===== config.mk =====
export PLATFORM = sky130hd
export DESIGN_NAME = dpmc_core
export DESIGN_NICKNAME = d
export VERILOG_FILES = /design/src/rtl/dpmc_pkg.sv /design/src/rtl/dpmc_core.sv
export SDC_FILE = /design/constraint.sdc
export NUM_CORES = 1
export LEC_CHECK = 0
export ABC_AREA = 1
export BUFFER_PORTS_ARGS = -buffer_cell sky130_fd_sc_hd__clkbuf_2
export CAP_MARGIN = 40
export CORE_UTILIZATION = 55
export DETAILED_ROUTE_END_ITERATION = 7
export GPL_TIMING_DRIVEN = 0
export PLACE_DENSITY = 0.83
export SETUP_SLACK_MARGIN = 0.02
export SYNTH_ARGS = -nofsm -noshare
export SYNTH_HDL_FRONTEND = slang
export SYNTH_SLANG_ARGS = --single-unit

===== constraint.sdc =====
create_clock -name sys_clk -period 5.2 [get_ports sys_clk]
set_clock_uncertainty 0.15 [all_clocks]
set_input_delay 0.26 -clock sys_clk [delete_from_list [all_inputs] [get_ports sys_clk]]
set_output_delay 0.26 -clock sys_clk [all_outputs]
set_load 0.005 [all_outputs]

===== src/rtl/dpmc_pkg.sv =====
// Constants and types for the decoder power-mode control block
package dpmc_pkg;
    // Register map
    localparam logic [7:0] PSC_OFFSET = 8'h10;
    localparam logic [7:0] PSC_RESET = 8'h00;
    localparam int FSD_BIT = 0;

    // Clock period and documented times, all in ns
    localparam int CLK_PERIOD_NS = 4;
    localparam int LAT_STD_NS = 10;
    localparam int LAT_LV_NS = 20;
    localparam int WIN_STD_NS = 25;
    localparam int WIN_LV_NS = 50;
    localparam int MEM_STD_NS = 10;
    localparam int MEM_LV_NS = 20;

    // Least times round up to whole cycles
    localparam int LAT_STD_CYC = (LAT_STD_NS + CLK_PERIOD_NS - 1) / CLK_PERIOD_NS;
    localparam int LAT_LV_CYC = (LAT_LV_NS + CLK_PERIOD_NS - 1) / CLK_PERIOD_NS;
    localparam int WIN_STD_CYC = (WIN_STD_NS + CLK_PERIOD_NS - 1) / CLK_PERIOD_NS;
    localparam int WIN_LV_CYC = (WIN_LV_NS + CLK_PERIOD_NS - 1) / CLK_PERIOD_NS;
    localparam int MEM_STD_CYC = (MEM_STD_NS + CLK_PERIOD_NS - 1) / CLK_PERIOD_NS;
    localparam int MEM_LV_CYC = (MEM_LV_NS + CLK_PERIOD_NS - 1) / CLK_PERIOD_NS;

    localparam int CNT_W = 5;

    // Decoder array power state
    typedef enum logic [1:0] {
        DPMC_FULL,
        DPMC_STANDBY,
        DPMC_ACTIVE
    } dpmc_state_e;

    // Register access from the host bus
    typedef struct packed {
        logic [7:0] addr;
        logic [7:0] wdata;
        logic wr;
        logic rd;
    } dpmc_bus_s;
endpackage : dpmc_pkg


===== src/rtl/dpmc_core.sv =====
// Power-mode control of the address decoder array
`timescale 1ns/1ps
// Functional notes
// - Bit 0 of power_saving_control is the full-speed disable bit.
// - power_saving_control answers at offset 10h of io_register_space.
// - Reset clears the register to zero, so the array runs at full speed.
// - With the bit at one, the array idles in standby while inputs hold.
// - In low-power mode any input change wakes, evaluates, latches, sleeps.
// - Low-power outputs come 10 ns later, 20 ns on low-voltage parts.
// - The bit touches only the decoder array, never memory behaviour.
// - After a change the array stays awake 25 ns, catching later changes.
// - On low-voltage parts changes under 50 ns apart are one activity.
// - half_array_saver is fixed at configuration, not by bus writes.
// - half_array_saver stretches memory access by 10 ns, 20 ns on LV parts.
module dpmc_core #(
    parameter int N_IN = 16,
    parameter int N_OUT = 8,
    parameter bit LOW_VOLTAGE = 1'b0
) (
    input wire logic sys_clk,
    input wire logic rst,
    input wire dpmc_pkg::dpmc_bus_s bus,
    output logic [7:0] rdata,
    input wire logic [N_IN-1:0] pad_in,
    input wire logic [N_OUT-1:0] pad_eval,
    output logic [N_OUT-1:0] pad_out,
    output logic array_active,
    input wire logic half_array_saver_cfg,
    output logic [dpmc_pkg::CNT_W-1:0] mem_stretch
);
    localparam logic [dpmc_pkg::CNT_W-1:0] LAT_CYC = LOW_VOLTAGE ?
        dpmc_pkg::CNT_W'(dpmc_pkg::LAT_LV_CYC) :
        dpmc_pkg::CNT_W'(dpmc_pkg::LAT_STD_CYC);
    localparam logic [dpmc_pkg::CNT_W-1:0] WIN_CYC = LOW_VOLTAGE ?
        dpmc_pkg::CNT_W'(dpmc_pkg::WIN_LV_CYC) :
        dpmc_pkg::CNT_W'(dpmc_pkg::WIN_STD_CYC);
    localparam logic [dpmc_pkg::CNT_W-1:0] MEM_CYC = LOW_VOLTAGE ?
        dpmc_pkg::CNT_W'(dpmc_pkg::MEM_LV_CYC) :
        dpmc_pkg::CNT_W'(dpmc_pkg::MEM_STD_CYC);
    localparam logic [dpmc_pkg::CNT_W-1:0] CNT_ZERO = '0;
    localparam logic [dpmc_pkg::CNT_W-1:0] CNT_ONE = 5'h01;

    logic [7:0] psc;
    logic [N_IN-1:0] pad_prev;
    logic half_array_saver;
    dpmc_pkg::dpmc_state_e state;
    dpmc_pkg::dpmc_state_e next_state;
    logic [dpmc_pkg::CNT_W-1:0] win_cnt;
    logic [dpmc_pkg::CNT_W-1:0] lat_cnt;
    logic [dpmc_pkg::CNT_W-1:0] next_win_cnt;
    logic [dpmc_pkg::CNT_W-1:0] next_lat_cnt;

    ////////////////////////////////////////////////////////////////////////
    // Register decode
    wire hit = bus.addr == dpmc_pkg::PSC_OFFSET;
    wire wr_hit = bus.wr && hit;
    wire rd_hit = bus.rd && hit;
    wire full_speed_off = psc[dpmc_pkg::FSD_BIT];
    wire edge_seen = pad_in != pad_prev;
    wire [7:0] next_rdata = rd_hit ? psc : 8'h00;

    // Whole byte is stored; upper bits stay reserved and are not decoded
    always_ff @(posedge sys_clk) begin
        if (rst) begin
            psc <= dpmc_pkg::PSC_RESET;
        end else if (wr_hit) begin
            psc <= bus.wdata;
        end
    end

    // Read data is registered and reads zero off the mapped offset
    always_ff @(posedge sys_clk) begin
        if (rst) begin
            rdata <= 8'h00;
        end else begin
            rdata <= next_rdata;
        end
    end

    ////////////////////////////////////////////////////////////////////////
    // Half-array saver strap, caught while reset is held
    // Bus writes never reach it, so it cannot change during operation
    always_ff @(posedge sys_clk) begin
        if (rst) begin
            half_array_saver <= half_array_saver_cfg;
        end
    end

    // Memory stretch depends on the strap only, not on the power bit
    always_ff @(posedge sys_clk) begin
        if (rst) begin
            mem_stretch <= CNT_ZERO;
        end else begin
            mem_stretch <= half_array_saver ? MEM_CYC : CNT_ZERO;
        end
    end

    ////////////////////////////////////////////////////////////////////////
    // Power state and counters
    always_comb begin
        next_state = state;
        next_win_cnt = win_cnt;
        next_lat_cnt = lat_cnt;
        case (state)
            dpmc_pkg::DPMC_FULL: begin
                if (full_speed_off) begin
                    next_state = dpmc_pkg::DPMC_STANDBY;
                end
            end
            dpmc_pkg::DPMC_STANDBY: begin
                if (!full_speed_off) begin
                    next_state = dpmc_pkg::DPMC_FULL;
                end else if (edge_seen) begin
                    next_state = dpmc_pkg::DPMC_ACTIVE;
                    next_win_cnt = WIN_CYC;
                    next_lat_cnt = LAT_CYC;
                end
            end
            dpmc_pkg::DPMC_ACTIVE: begin
                // A change inside the window extends it, no new wake-up
                if (!full_speed_off) begin
                    next_state = dpmc_pkg::DPMC_FULL;
                end else if (edge_seen) begin
                    next_win_cnt = WIN_CYC;
                    next_lat_cnt = LAT_CYC;
                end else begin
                    if (win_cnt != CNT_ZERO) begin
                        next_win_cnt = win_cnt - CNT_ONE;
                    end
                    if (lat_cnt != CNT_ZERO) begin
                        next_lat_cnt = lat_cnt - CNT_ONE;
                    end
                    if (win_cnt <= CNT_ONE && lat_cnt <= CNT_ONE) begin
                        next_state = dpmc_pkg::DPMC_STANDBY;
                    end
                end
            end
            default: begin
                next_state = dpmc_pkg::DPMC_FULL;
            end
        endcase
    end

    // Latch strobe when the added delay runs out
    wire lat_done = state == dpmc_pkg::DPMC_ACTIVE && !edge_seen &&
        lat_cnt == CNT_ONE;
    wire full_mode = state == dpmc_pkg::DPMC_FULL;
    wire [N_OUT-1:0] next_pad_out = (full_mode || lat_done) ?
        pad_eval : pad_out;

    always_ff @(posedge sys_clk) begin
        if (rst) begin
            state <= dpmc_pkg::DPMC_FULL;
            win_cnt <= CNT_ZERO;
            lat_cnt <= CNT_ZERO;
            pad_prev <= '0;
        end else begin
            state <= next_state;
            win_cnt <= next_win_cnt;
            lat_cnt <= next_lat_cnt;
            pad_prev <= pad_in;
        end
    end

    // Outputs held between wake-ups so standby keeps them stable
    always_ff @(posedge sys_clk) begin
        if (rst) begin
            pad_out <= '0;
            array_active <= 1'b1;
        end else begin
            pad_out <= next_pad_out;
            array_active <= next_state != dpmc_pkg::DPMC_STANDBY;
        end
    end
endmodule : dpmc_core


Yosys cells after proc, flatten, opt, wreduce, memory -nomap -nowiden. Cells that the tools add are included.

Bits in registers: 59. Input bits: 45. Word-level logic and storage cells: 60.

Add/subtract/negate cells: 2. $lt $le $gt $ge: 2. Equality and inequality tests: 11. Mux-type cells: 20. Bitwise gates (word level): 1. Reductions and logical operators: 14.

Operator list (count): 2-to-1 mux 5 bit (10); one-hot mux 5 bit (2 select lines) (2); inequality test 16 bit (1); 2-to-1 mux 2 bit (7); less-or-equal comparator 5 x 1 -> 1 bit, second input constant (2); AND reduction 5 bit (2); nonzero test 5 bit (2); subtractor 5 x 1 -> 5 bit, second input constant (2); == test 8 x 5 -> 1 bit, second input constant (1); inequality test 2 bit, second input constant (3); inequality test 3 bit, second input constant (2); one-hot mux 2 bit (3 select lines) (1); == test 5 x 1 -> 1 bit, second input constant (1); logical AND 1 bit (5); == test 2 x 1 -> 1 bit, second input constant (1); == test 2 bit, second input constant (1); zero test 2 bit (1); inequality test 2 x 1 -> 1 bit, second input constant (1); nonzero test 2 bit (1); OR reduction 2 bit (1); zero test 1 bit (1); logical OR 1 bit (1); NOT 1 bit (1).

Logic depth before layout (Yosys ltp). Gate-level depths: netlist (run 1).

Depth after elaboration: 7. Depth in mapped cells: 14.

Worst setup path after synthesis (run 1). OpenSTA, ideal clock, no wires.

Path type: register -> register. Start point: register pad_prev[2]. End point: register array_active. Arrival: 1359 ps. Data required time: 4937 ps. Path slack: 3578 ps. Stages on the path, launching flop included: 11. Buffers on the path: 0. Cell sequence: dfxtp_1 inv_1 nand2_1 nand2_1 nor2_1 nand2_1 nor2_4 nand2_2 or2_2 a21oi_2 inv_1.

Word-level cells in the longest chain between the ends: 5. Elaborated cells between the ends (all ways): 7.

RTL lines: from (decl) (RTL line dpmc_core.sv:44) `logic [N_IN-1:0] pad_prev;`; from (signal assigned) (RTL line dpmc_core.sv:161) `pad_prev <= pad_in;`; inequality test 16 bit * (RTL line dpmc_core.sv:59) `wire edge_seen = pad_in != pad_prev;`; 2-to-1 mux 2 bit (on tied branches) (RTL line dpmc_core.sv:123, dpmc_core.sv:113); 2-to-1 mux 2 bit (on tied branches) (RTL line dpmc_core.sv:121, dpmc_core.sv:111); one-hot mux 2 bit (3 select lines) * (RTL line dpmc_core.sv:104) `case (state)`; inequality test 2 x 1 -> 1 bit * (RTL line dpmc_core.sv:172) `array_active <= next_state != dpmc_pkg::DPMC_STANDBY;`; to (signal assigned) (RTL line dpmc_core.sv:172); to (decl) (RTL line dpmc_core.sv:27) `output logic array_active,`.

Every way passes the cells marked *; elsewhere a longest branch is shown, timed or not. A chain may end at the register's enable or synchronous reset.

Final worst setup path (run 1).
Start point: register pad_prev[7]. End point: register lat_cnt[2] in the netlist's numbering.

Word-level cells in the longest chain between the ends: 4. Elaborated cells between the ends (all ways): 7.

RTL lines: inequality test 16 bit * (RTL line dpmc_core.sv:59); 2-to-1 mux 5 bit (RTL line dpmc_core.sv:123) `end else if (edge_seen) begin`; 2-to-1 mux 5 bit (RTL line dpmc_core.sv:121) `if (!full_speed_off) begin`; one-hot mux 5 bit (2 select lines) (RTL line dpmc_core.sv:104); to (signal assigned) (RTL line dpmc_core.sv:160) `lat_cnt <= next_lat_cnt;`; to (decl) (RTL line dpmc_core.sv:49) `logic [dpmc_pkg::CNT_W-1:0] lat_cnt;`.

Every way passes the cells marked *; elsewhere a longest branch is shown, timed or not. The select of a mux whose other input is x is not followed.

==> reports/results.ini, run 1 <==
[yosys]
async_reset_ff_share_pct = 0
synth-main-ff-cell = dfxtp_1
synthXorXnorAreaFrac_pct = 2.47
synth_cell_type_count = 25
synth_top_family_by_area = simple AND/OR/NAND/NOR gates
synth_edf_count = 1
yosys_register_bits = 55
synth_area_um2 = 2480
yosys.area_share.adder_pct = 3.03
synth.avg_cell_area_um2 = 7.02
synthCells = 353
synthSimpleGateAreaFrac_pct = 31.0
yosys_warnings = 0
ys_seq_area_share_pct = 44.8
synth_mux_area_share_pct = 0
synth_compound_area_share_pct = 6.82

[drt]
ant_nets = 0
wl_per_cell_um = 9.63
drt_iter0_drc = 141
drt-total-wl_um = 4620
vias = 2278
dr.pass1.iters = 4
drc = 0
via_per_inst = 4.76

[global_route]
grt_max_degree = 19
gr-total-overflow = 0
antenna_found_initial = 0
grt_pass1_vias = 2016
gr-usage-all-layers_pct = 20.0
grt_first_pass_wirelength_um = 7890

[timing]
slew_viol_final = 0
fin_hold_ws_ns = 0.00912
final.min_clock_period_ns = 1.88
finalSetupViolCount = 0
rsz0062_at_grt = false
achievable-frequency_mhz = 532
setup_tns_ns = 0
fin_crit_sh_pct = 36.2
finalHoldViolations = 0
layout_setup_ws_ns = 3.32

[floorplan]
die_w_um = 69.1
rows = 24
start_util_pct = 56.9
num_io_pins = 67
core_area_um2 = 4350
die-height_um = 69.1
die-area_um2 = 4780

[clock_tree]
path_clk_slew_ns = 0.10
ctsResizeCount = 0
clockBufferDepth = 2
h-tree-depth = 2
cts_tree = built
cts_setup_buffers = 0
cts_inserted_buffers = 5
clock-root-buffer = clkbuf_8
cts.sinks = 55
clk_latency_ns = 0.31

[place]
gp_congestion = 0.820
hpwlAfterDp_um = 3580
placement.io_buffers = 63
dp_slack_ns = 3.29

[layout]
n_antenna_cell = 0
area_growth_pct = 19.7
nNetsFinal = 477
fillers = 381
drive_above_1_share_pct = 20.4

[hold_path]
worstHoldPathCells = 3
min_path_type = input pin to flop

[outcome]
outcome = finished, final reports clean

[worst_setup_path]
worst-setup-path-type = flop to flop
arrival_ns = 1.97
start_kind = flop
reg2reg_depth = 13
cp_max_fo = 10
endpoint_kind = flop
crit_required_ns = 5.29

[flow_run]
drv_cap = 0

[power]
cellLeakagePower_nw = 1.45
powerDensity_nw_per_um2 = 250
peakVddDrop_mv = 0.182

## registers in the layout, indices dropped and copies added, names as in the netlist
| register | cells |
|---|---|
| mem_stretch | 1 |
| psc | 8 |
| win_cnt | 5 |
| half_array_saver | 1 |
| array_active | 1 |
| lat_cnt | 5 |
| rdata | 8 |
| pad_out | 8 |
| state | 2 |
| pad_prev | 16 |
## kinds of logic (layout without fill, tap and decap cells)
| family | Yosys count | count (layout) |
|---|---|---|
| AOI/OAI and AO/OA | 33 | 33 |
| xor gates and xnor gates | 7 | 7 |
| adders and majority gates | 6 | 6 |
| buffers and inverters | 71 | 143 |
| DFF | 55 | 55 |
| other | 1 | 3 |
| and+or+nand+nor | 180 | 180 |
## metrics by stage
stage	total power, W	util [%]	instance area (um^2)	instances
detailed placement	0.000510	65.8	2870	470
floorplan	0.000481	-	2480	355
finish	0.000742	68.1	2970	479
CTS	0.000748	68.1	2970	479
global placement	0.000508	65.8	2870	470
global route	0.000774	68.1	2970	479
## power by group
part           internal [W]  switching [W]   total, W
combinational     0.0000299      0.0000320  0.0000619
sequential         0.000434     0.00000513   0.000439
clock             0.0000968       0.000144   0.000241
## synthesized netlist by cell type, types with 2 or more instances
| master | number | area share, % |
|---|---|---|
| a21oi_1 | 22 | 4.4 |
| buf_4 | 4 | 1.2 |
| clkbuf_1 | 6 | 0.91 |
| dfxtp_1 | 54 | 44 |
| ha_1 | 6 | 3.0 |
| inv_1 | 57 | 8.6 |
| inv_2 | 2 | 0.30 |
| nand2_1 | 82 | 12 |
| nand2_2 | 3 | 0.76 |
| nand3_1 | 26 | 5.3 |
| nand4_1 | 4 | 1.0 |
| nor2_1 | 56 | 8.5 |
| nor2_4 | 3 | 1.4 |
| nor4_1 | 3 | 0.76 |
| o21ai_0 | 10 | 2.0 |
| xnor2_1 | 2 | 0.71 |
| xor2_1 | 5 | 1.8 |
## path summary, 6_finish.rpt
kind / to / start / slack, ns
hold / removal: pad_prev[15]$_SDFF_PP0_ / pad_in[15] / 0.009
hold reg to reg: rdata[2]$_SDFF_PP0_ / psc[2]$_SDFFE_PP0P_ / 0.29
setup reg to reg: lat_cnt[2]$_SDFFE_PP0P_ / pad_prev[7]$_SDFF_PP0_ / 3.32
setup / recovery: lat_cnt[2]$_SDFFE_PP0P_ / pad_prev[7]$_SDFF_PP0_ / 3.32
## routing by layer
metal	GRT usage (%)	vias up	part of all wire, %
met2	35.4	62	47
met1	23.2	995	47
met3	4.82	7	4.9
met5	0	-	0
met4	7.48	0	1.0
li1	-	1214	-
## cell usage in the layout, fill, tap and decap left out, types with 4 or more instances in the layout
cell / count
nand2_1: 82
clkbuf_2: 63
inv_1: 57
nor2_1: 56
dfxtp_1: 54
nand3_1: 26
a21oi_1: 22
o21ai_0: 10
clkbuf_1: 6
ha_1: 6
xor2_1: 5
clkbuf_8: 5
nand4_1: 4
buf_4: 4
## critical path, stage by stage (launching register included)
cell     delay (ns)
dfxtp_1        0.35
inv_1          0.04
nand2_1        0.05
nand2_1        0.05
nor2_1         0.09
nand2_1        0.09
nor2_4         0.26
nand3_1        0.15
nand2_1        0.09
inv_1          0.06
buf_6          0.14
nand2_2        0.10
nand2_1        0.06
a21oi_1        0.13
## layout make-up
cell class                 count  area (um^2)  share of cell area, %
buffer                        11         63.8                   2.15
tap                           52         65.1                   2.19
inverter                      60          225                   7.59
timing repair buffer          64          325                   11.0
sequential                    55         1110                   37.5
clock inverter                 3         22.5                  0.759
clock buffer                   5         68.8                   2.32
multi-input combinational    229         1080                   36.6
## what timing repair did
action,4_1_cts,5_1_grt
hold buffers,1,0
hold endpoints to repair,1,0
setup endpoints to repair,0,0
Power figures use the tool's default switching activity.
==> run 2: changes to the inputs <==
--- a/config.mk
+++ b/config.mk
@@ -5,13 +5,13 @@
 export SDC_FILE = /design/constraint.sdc
 export NUM_CORES = 1
 export LEC_CHECK = 0
-export ABC_AREA = 1
+export ABC_AREA = 0
 export BUFFER_PORTS_ARGS = -buffer_cell sky130_fd_sc_hd__clkbuf_2
 export CAP_MARGIN = 40
-export CORE_UTILIZATION = 55
+export CORE_UTILIZATION = 51
 export DETAILED_ROUTE_END_ITERATION = 7
 export GPL_TIMING_DRIVEN = 0
-export PLACE_DENSITY = 0.83
+export PLACE_DENSITY = 0.79
 export SETUP_SLACK_MARGIN = 0.02
 export SYNTH_ARGS = -nofsm -noshare
 export SYNTH_HDL_FRONTEND = slang
==> constraint.sdc (replaced) <==
create_clock -name sys_clk -period 1.85 [get_ports sys_clk]
set_clock_uncertainty 0.15 [all_clocks]
set_input_delay 0.0925 -clock sys_clk [delete_from_list [all_inputs] [get_ports sys_clk]]
set_output_delay 0.0925 -clock sys_clk [all_outputs]
set_load 0.005 [all_outputs]
==> run 2 against run 1 <==
Compared with the run above: the flow now finishes with violations (negative hold slack, negative setup slack); synthesized cell count down 32%; first-iteration DRC count down 42%; sequential share of layout area down 3.8 points; flip-flop and latch count unchanged; register-to-register slack worse by 3.4 ns; power rose to 3.1 times the previous value; global-route usage up 3.2 points; final area up 12%; final cell count down 15%; critical path depth down 6; non-clock buffer count up 42; maximum frequency down 2.7%.
==> reports/results.ini, run 2 <==
[global_route]
grt_first_pass_wirelength_um = 8960  ; +13%
gr-total-overflow = 0  ; unchanged
grt_pass1_vias = 2064  ; +2.4%
grt_max_degree = 19  ; unchanged
gr-usage-all-layers_pct = 23.2  ; +3.2 points
antenna_found_initial = 0  ; unchanged

[yosys]
synth-main-ff-cell = dfxtp_1
synthCells = 240  ; -32%
synth_top_area_share_pct = 46.6  ; +2.9 points
synth_area_um2 = 2320  ; -6.3%
ys_top_cells_by_area = dfxtp_1, mux2i_1, xnor2_1
async_reset_ff_share_pct = 0  ; unchanged
synth_top_cells_by_count = dfxtp_1, nand2_1, nor2b_1
synth_cell_type_count = 39  ; +56%
yosysMostFrequentCell = dfxtp_1
yosysTopAreaCell = dfxtp_1
ys_seq_area_share_pct = 47.9  ; +3.0 points
yosys_register_bits = 55  ; unchanged
yosys_warnings = 0  ; unchanged
synth.avg_cell_area_um2 = 9.67  ; +38%
synth_edf_count = 1  ; unchanged

[power]
power.internal_w = 0.00177  ; +220%
peakVddDrop_mv = 0.457  ; +150%
powerDensity_nw_per_um2 = 684  ; +170%
p_seq_share_pct = 54.3  ; -4.8 points
clkPwrFrac_pct = 35.5  ; +3.0 points
p_sw_share_pct = 22.2  ; -2.3 points
cellLeakagePower_nw = 1.52  ; +4.6%
combPwrFrac_pct = 10.2  ; +1.9 points
p_switching_w = 0.000504  ; +180%

[floorplan]
rows = 24  ; unchanged
die_w_um = 69.5  ; +0.50%
die-area_um2 = 4820  ; +1.0%
die-height_um = 69.5  ; +0.50%
num_io_pins = 67  ; unchanged
start_util_pct = 53.3  ; -3.6 points
core_area_um2 = 4350  ; unchanged

[drt]
ant_nets = 0  ; unchanged
drt-total-wl_um = 5660  ; +23%
drt_iter0_drc = 82  ; -42%
vias = 2108  ; -7.5%
via_per_inst = 5.19  ; +9.2%
drc = 0  ; unchanged
dr.pass1.iters = 4  ; unchanged
wl_per_cell_um = 13.9  ; +45%

[layout]
final_cell_mix = clkbuf_2, dfxtp_1, dlygate4sd3_1
final_common_cell = clkbuf_2
nNetsFinal = 404  ; -15%
largest_reg_flops = 16  ; unchanged
fillers = 287  ; -25%
fin_cells = 406  ; -15%
regMostFlops = pad_prev
drive_above_1_share_pct = 30.5  ; +10 points
n_antenna_cell = 0  ; unchanged
area_growth_pct = 43.2

[worst_setup_path]
endpoint_kind = flop
start_kind = flop
path_cells = xnor2_2 > nand4_1 > nor4_4 > buf_4 > a41o_1 > buf_6 > mux2i_1
cp.buffers_inverters = 2  ; -1
cp_max_fo = 8  ; -2
arrival_ns = 2.02  ; +0.05 ns
worst-setup-path-type = flop to flop
crit_slowest_cell = dfxtp_2
crit_required_ns = 1.93  ; -3.36 ns
critPathTopFamily = simple AND/OR/NAND/NOR gates
critPathMaxStageDelay_ns = 0.35  ; about the same

[outcome]
outcome = finished with violations
violations = negative hold slack, negative setup slack

[clock_tree]
clk_latency_ns = 0.31  ; about the same
cts_tree = built
path_clk_slew_ns = 0.10  ; about the same
clockBufferDepth = 2  ; unchanged
cts.sinks = 55  ; unchanged
cts_inserted_buffers = 5  ; unchanged
clock-root-buffer = clkbuf_8
h-tree-depth = 2  ; unchanged

[place]
placement.io_buffers = 63  ; unchanged
gp_congestion = 0.790  ; -3.8%
placedCellCount = 357  ; -24%
hpwlAfterDp_um = 3190  ; -11%

[timing]
fin_crit_sh_pct = 104  ; +68 points
rsz0062_at_grt = true
layout_setup_ws_ns = -0.0825  ; -3.40 ns
final.min_clock_period_ns = 1.93  ; +0.0524 ns
finalSetupViolCount = 10  ; +10
tightest_slew_ns = 0.529
achievable-frequency_mhz = 517  ; -2.7%
finalHoldViolations = 1  ; +1
fin_hold_ws_ns = -0.0227  ; -0.0318 ns
slew_viol_final = 0  ; unchanged
max-slew-margin-rel_pct = 64.8

[flow_run]
drv_cap = 0  ; unchanged

[hold_path]
min_path_type = input pin to flop

==> run 2: per-stage QoR <==
stage | setup TNS (ns) | util (%) | setup WS, ns | area, um^2 | power, W
finish | -0.387 | 76.4 | -0.0825 | 3320 | 0.00227
detailed placement | -1.78 | 62.2 | -0.172 | 2710 | 0.00142
CTS | -0.111 | 74.0 | -0.0335 | 3220 | 0.00227
global placement | -1.26 | 62.2 | -0.135 | 2710 | 0.00142
floorplan | 0 | - | 0.0498 | 2330 | 0.00134
global route | -1.72 | 76.4 | -0.166 | 3320 | 0.00235
==> run 2: layer usage <==
metal | up-vias | GRT usage [%] | share of wire, %
met2 | 63 | 43.5 | 53
met4 | 0 | 7.03 | 1.2
met3 | 9 | 4.65 | 4.1
li1 | 1037 | - | -
met1 | 999 | 26.2 | 41
met5 | - | 0 | 0
==> run 2: worst register-to-register path, stage by stage, from the launching register on <==
cell and delay, ns:
dfxtp_2 0.35, xnor2_2 0.14, nand4_1 0.16, nor4_4 0.29, buf_4 0.18, a41o_1 0.20, buf_6 0.16, mux2i_1 0.22
==> run 2: cell families after synthesis <==
family,count (synthesis),synth area share (%)
and+or+nand+nor,98,22.8
DFF,55,47.9
AOI/OAI and AO/OA,26,8.19
buffers and inverters,22,4.80
xor gates and xnor gates,16,6.04
muxes,16,6.90
adders and majority gates,6,3.23
other,1,0.162
==> run 2: power by group through the flow <==
stage | registers, W | clock network, W | logic, W
global route | 0.00124 | 0.000859 | 0.000252
detailed placement | 0.00126 | 0 | 0.000163
finish | 0.00123 | 0.000807 | 0.000232
global placement | 0.00126 | 0 | 0.000159
CTS | 0.00123 | 0.000812 | 0.000222
floorplan | 0.00126 | 0 | 0.0000830
==> run 2: area by class of cell <==
type	instances	area, um^2	area share [%]
inverters	9	33.8	1.02
clock inverters	3	46.3	1.39
multi-input cells	165	1190	35.7
repair buffers	104	722	21.7
plain buffers	13	83.8	2.52
clock buffers	5	68.8	2.07
flip-flops and latches	55	1120	33.6
well taps	52	65.1	1.96
==> run 2: path summary, 6_finish.rpt <==
kind                            from                 endpoint  slack, ns  cells after the start
max          pad_prev[10]$_SDFF_PP0_  pad_out[3]$_SDFFE_PP0P_      -0.08                      7
min                        pad_in[8]   pad_prev[8]$_SDFF_PP0_      -0.02                      2
max reg2reg  pad_prev[10]$_SDFF_PP0_  pad_out[3]$_SDFFE_PP0P_      -0.08                      7
min reg2reg      psc[1]$_SDFFE_PP0P_      rdata[1]$_SDFF_PP0_       0.31                      1
==> run 2: repair_timing <==
action                                  CTS  global route
setup buffers                             3             2
hold buffers                             36             0
cloned                                    0             1
endpoints found under the setup margin   18            20
pin swaps                                 1            11
gates resized for setup                   3            24
endpoints found under the hold margin    34             0
==> run 3: changes to the inputs <==
--- a/config.mk
+++ b/config.mk
@@ -8,10 +8,10 @@
 export ABC_AREA = 0
 export BUFFER_PORTS_ARGS = -buffer_cell sky130_fd_sc_hd__clkbuf_2
 export CAP_MARGIN = 40
-export CORE_UTILIZATION = 51
+export CORE_UTILIZATION = 55
 export DETAILED_ROUTE_END_ITERATION = 7
 export GPL_TIMING_DRIVEN = 0
-export PLACE_DENSITY = 0.79
+export PLACE_DENSITY = 0.84
 export SETUP_SLACK_MARGIN = 0.02
 export SYNTH_ARGS = -nofsm -noshare
 export SYNTH_HDL_FRONTEND = slang
==> constraint.sdc (replaced) <==
create_clock -name sys_clk -period 2.49 [get_ports sys_clk]
set_clock_uncertainty 0.15 [all_clocks]
set_input_delay 0.1245 -clock sys_clk [delete_from_list [all_inputs] [get_ports sys_clk]]
set_output_delay 0.1245 -clock sys_clk [all_outputs]
set_load 0.005 [all_outputs]
==> run 3 against run 2 <==
Compared with the run above: the run now ends clean; non-clock buffer count fell by 6; register-to-register slack improved by 0.35 ns; final area fell by 4.6%; flip-flop and latch count did not move; core utilization rose by 2.4 points; clock power fell by 24%; setup slack improved by 0.23 ns; sequential power fell by 25%; hold slack improved by 0.20 ns; critical path type is now input pin to flop; largest power group unchanged; highest routed layer unchanged.
==> reports/results.ini, run 3 (synthesized netlist as in run 2, its figures left out) <==
[worst_setup_path]
start_kind = input pin
cp.buffers_inverters = 3  ; +1
reg2reg_slack_ns = 0.27  ; +0.35 ns
worst-setup-path-type = input pin to flop
crit_start = pad_in[10]
cp_max_fo = 8  ; unchanged
crit_required_ns = 2.57  ; +0.64 ns
endpoint_kind = flop
critPathMaxStageDelay_ns = 0.59  ; +0.24 ns
arrival_ns = 2.42  ; +0.40 ns
crit_slowest_cell = nor4_4
path_cells = dlygate4sd3_1 > clkbuf_2 > xnor2_1 > nand4_1 > nor4_4 > a41o_1 > buf_6 > mux2i_1
critPathTopFamily = buffers and inverters
reg2reg_from = pad_prev[2]$_SDFF_PP0_

[timing]
rsz0062_at_grt = false
fin_crit_sh_pct = 93.9
layout_setup_ws_ns = 0.152  ; +0.235 ns
tightest_slew_ns = 0.629  ; +0.100 ns
max-slew-margin-rel_pct = 57.9  ; -6.9 points
finalSetupViolCount = 0  ; -10
fin_hold_ws_ns = 0.174  ; +0.197 ns
achievable-frequency_mhz = 428
final.min_clock_period_ns = 2.34
slew_viol_final = 0  ; unchanged
setup_tns_ns = 0  ; +0.387 ns
finalHoldViolations = 0  ; -1

[global_route]
gr-usage-all-layers_pct = 30.5  ; +7.3 points
antenna_found_initial = 0  ; unchanged
grt_pass1_vias = 2162  ; +4.7%
grt_max_degree = 19  ; unchanged
gr-total-overflow = 0  ; unchanged
grt_first_pass_wirelength_um = 9980  ; +11%

[drt]
drt_iter0_drc = 103  ; +26%
via_per_inst = 5.39  ; +3.8%
drc = 0  ; unchanged
wl_per_cell_um = 15.7  ; +12%
vias = 2146  ; +1.8%
drt-total-wl_um = 6230  ; +10%
ant_nets = 0  ; unchanged
dr.pass1.iters = 4  ; unchanged

[layout]
nNetsFinal = 398  ; -1.5%
n_antenna_cell = 0  ; unchanged
final_common_cell = clkbuf_2
design_area_um2 = 3170  ; -4.6%
area_growth_pct = 36.7
largest_reg_flops = 16  ; unchanged
final_cell_mix = clkbuf_2, dfxtp_1, dlygate4sd3_1
regMostFlops = pad_prev
drive_above_1_share_pct = 24.7  ; -5.8 points

[clock_tree]
path_clk_slew_ns = 0.10  ; about the same
cts.sinks = 55  ; unchanged
cts_inserted_buffers = 5  ; unchanged
cts_tree = built
clk_latency_ns = 0.31  ; about the same
h-tree-depth = 2  ; unchanged
clockBufferDepth = 2  ; unchanged
clock-root-buffer = clkbuf_8
cts_setup_buffers = 0  ; -3

[floorplan]
start_util_pct = 57.6  ; +4.3 points
die_w_um = 67.0  ; -3.6%
num_io_pins = 67  ; unchanged
rows = 23  ; -4.2%
die-height_um = 67.0  ; -3.6%
die-area_um2 = 4480  ; -7.1%
core_area_um2 = 4030  ; -7.5%

[power]
peakVddDrop_mv = 0.485  ; +6.0%
cellLeakagePower_nw = 1.44  ; -5.4%
powerDensity_nw_per_um2 = 538  ; -21%

[place]
gp_congestion = 0.928  ; +18%
hpwlAfterDp_um = 3490  ; +9.2%
placement.io_buffers = 63  ; unchanged
placed_area_um2 = 2710  ; about the same
dp_slack_ns = 0.425  ; +0.597 ns

[hold_path]
hold_path.startpoint = bus[0]
min_path_type = input pin to flop

[outcome]
outcome = finished, final reports clean

[flow_run]
drv_cap = 0  ; unchanged

==> run 3: area by class of cell <==
type | count | area [um^2]
sequential | 55 | 1110
buffer | 13 | 77.6
timing repair buffer | 98 | 666
inverter | 9 | 33.8
tap | 50 | 62.6
multi-input combinational | 165 | 1110
clock buffer | 5 | 68.8
clock inverter | 3 | 46.3
fill | 248 | 857
==> run 3: worst paths after layout <==
kind,end,cells past startpoint
worst max-delay path,pad_out[3]$_SDFFE_PP0P_,8
worst min-delay path,rdata[4]$_SDFF_PP0_,3
worst max register to register,pad_out[3]$_SDFFE_PP0P_,6
worst min register to register,pad_out[6]$_SDFFE_PP0P_,2
==> run 3: worst reg2reg max path, cell delays in order, from the launching register on <==
cell and delay, ns:
dfxtp_1 0.33, xnor2_1 0.15, nand4_1 0.23, nor4_4 0.59
a41o_1 0.27, buf_6 0.16, mux2i_1 0.24
==> run 3: what timing repair did <==
item	CTS	global route
gates resized for setup	0	0
endpoints found under the setup margin	0	2
endpoints found under the hold margin	34	0
hold buffers	35	0
==> run 3: report_power, final <==
group / internal (W) / total [W] / switching, W / leakage [nW]
sequential: 0.000905 / 0.000917 / 0.0000120 / 0.452
clock: 0.000303 / 0.000613 / 0.000309 / 0.0548
combinational: 0.000103 / 0.000176 / 0.0000728 / 0.933
==> run 3: routing by layer <==
metal	routed length, um	track usage, %	up-vias
li1	-	-	1027
met1	2410	33.8	980
met2	3170	53.4	113
met3	430	8.56	26
met4	216	13.8	0
met5	0	0	-
==> run 3: stage by stage <==
step | power (W) | std cells | util (%)
2_1_floorplan | 0.000997 | 242 | -
3_3_place_gp | 0.00105 | 355 | 67.2
3_5_place_dp | 0.00106 | 355 | 67.2
4_1_cts | 0.00169 | 398 | 78.7
5_1_grt | 0.00177 | 398 | 78.7
6_report | 0.00171 | 398 | 78.7
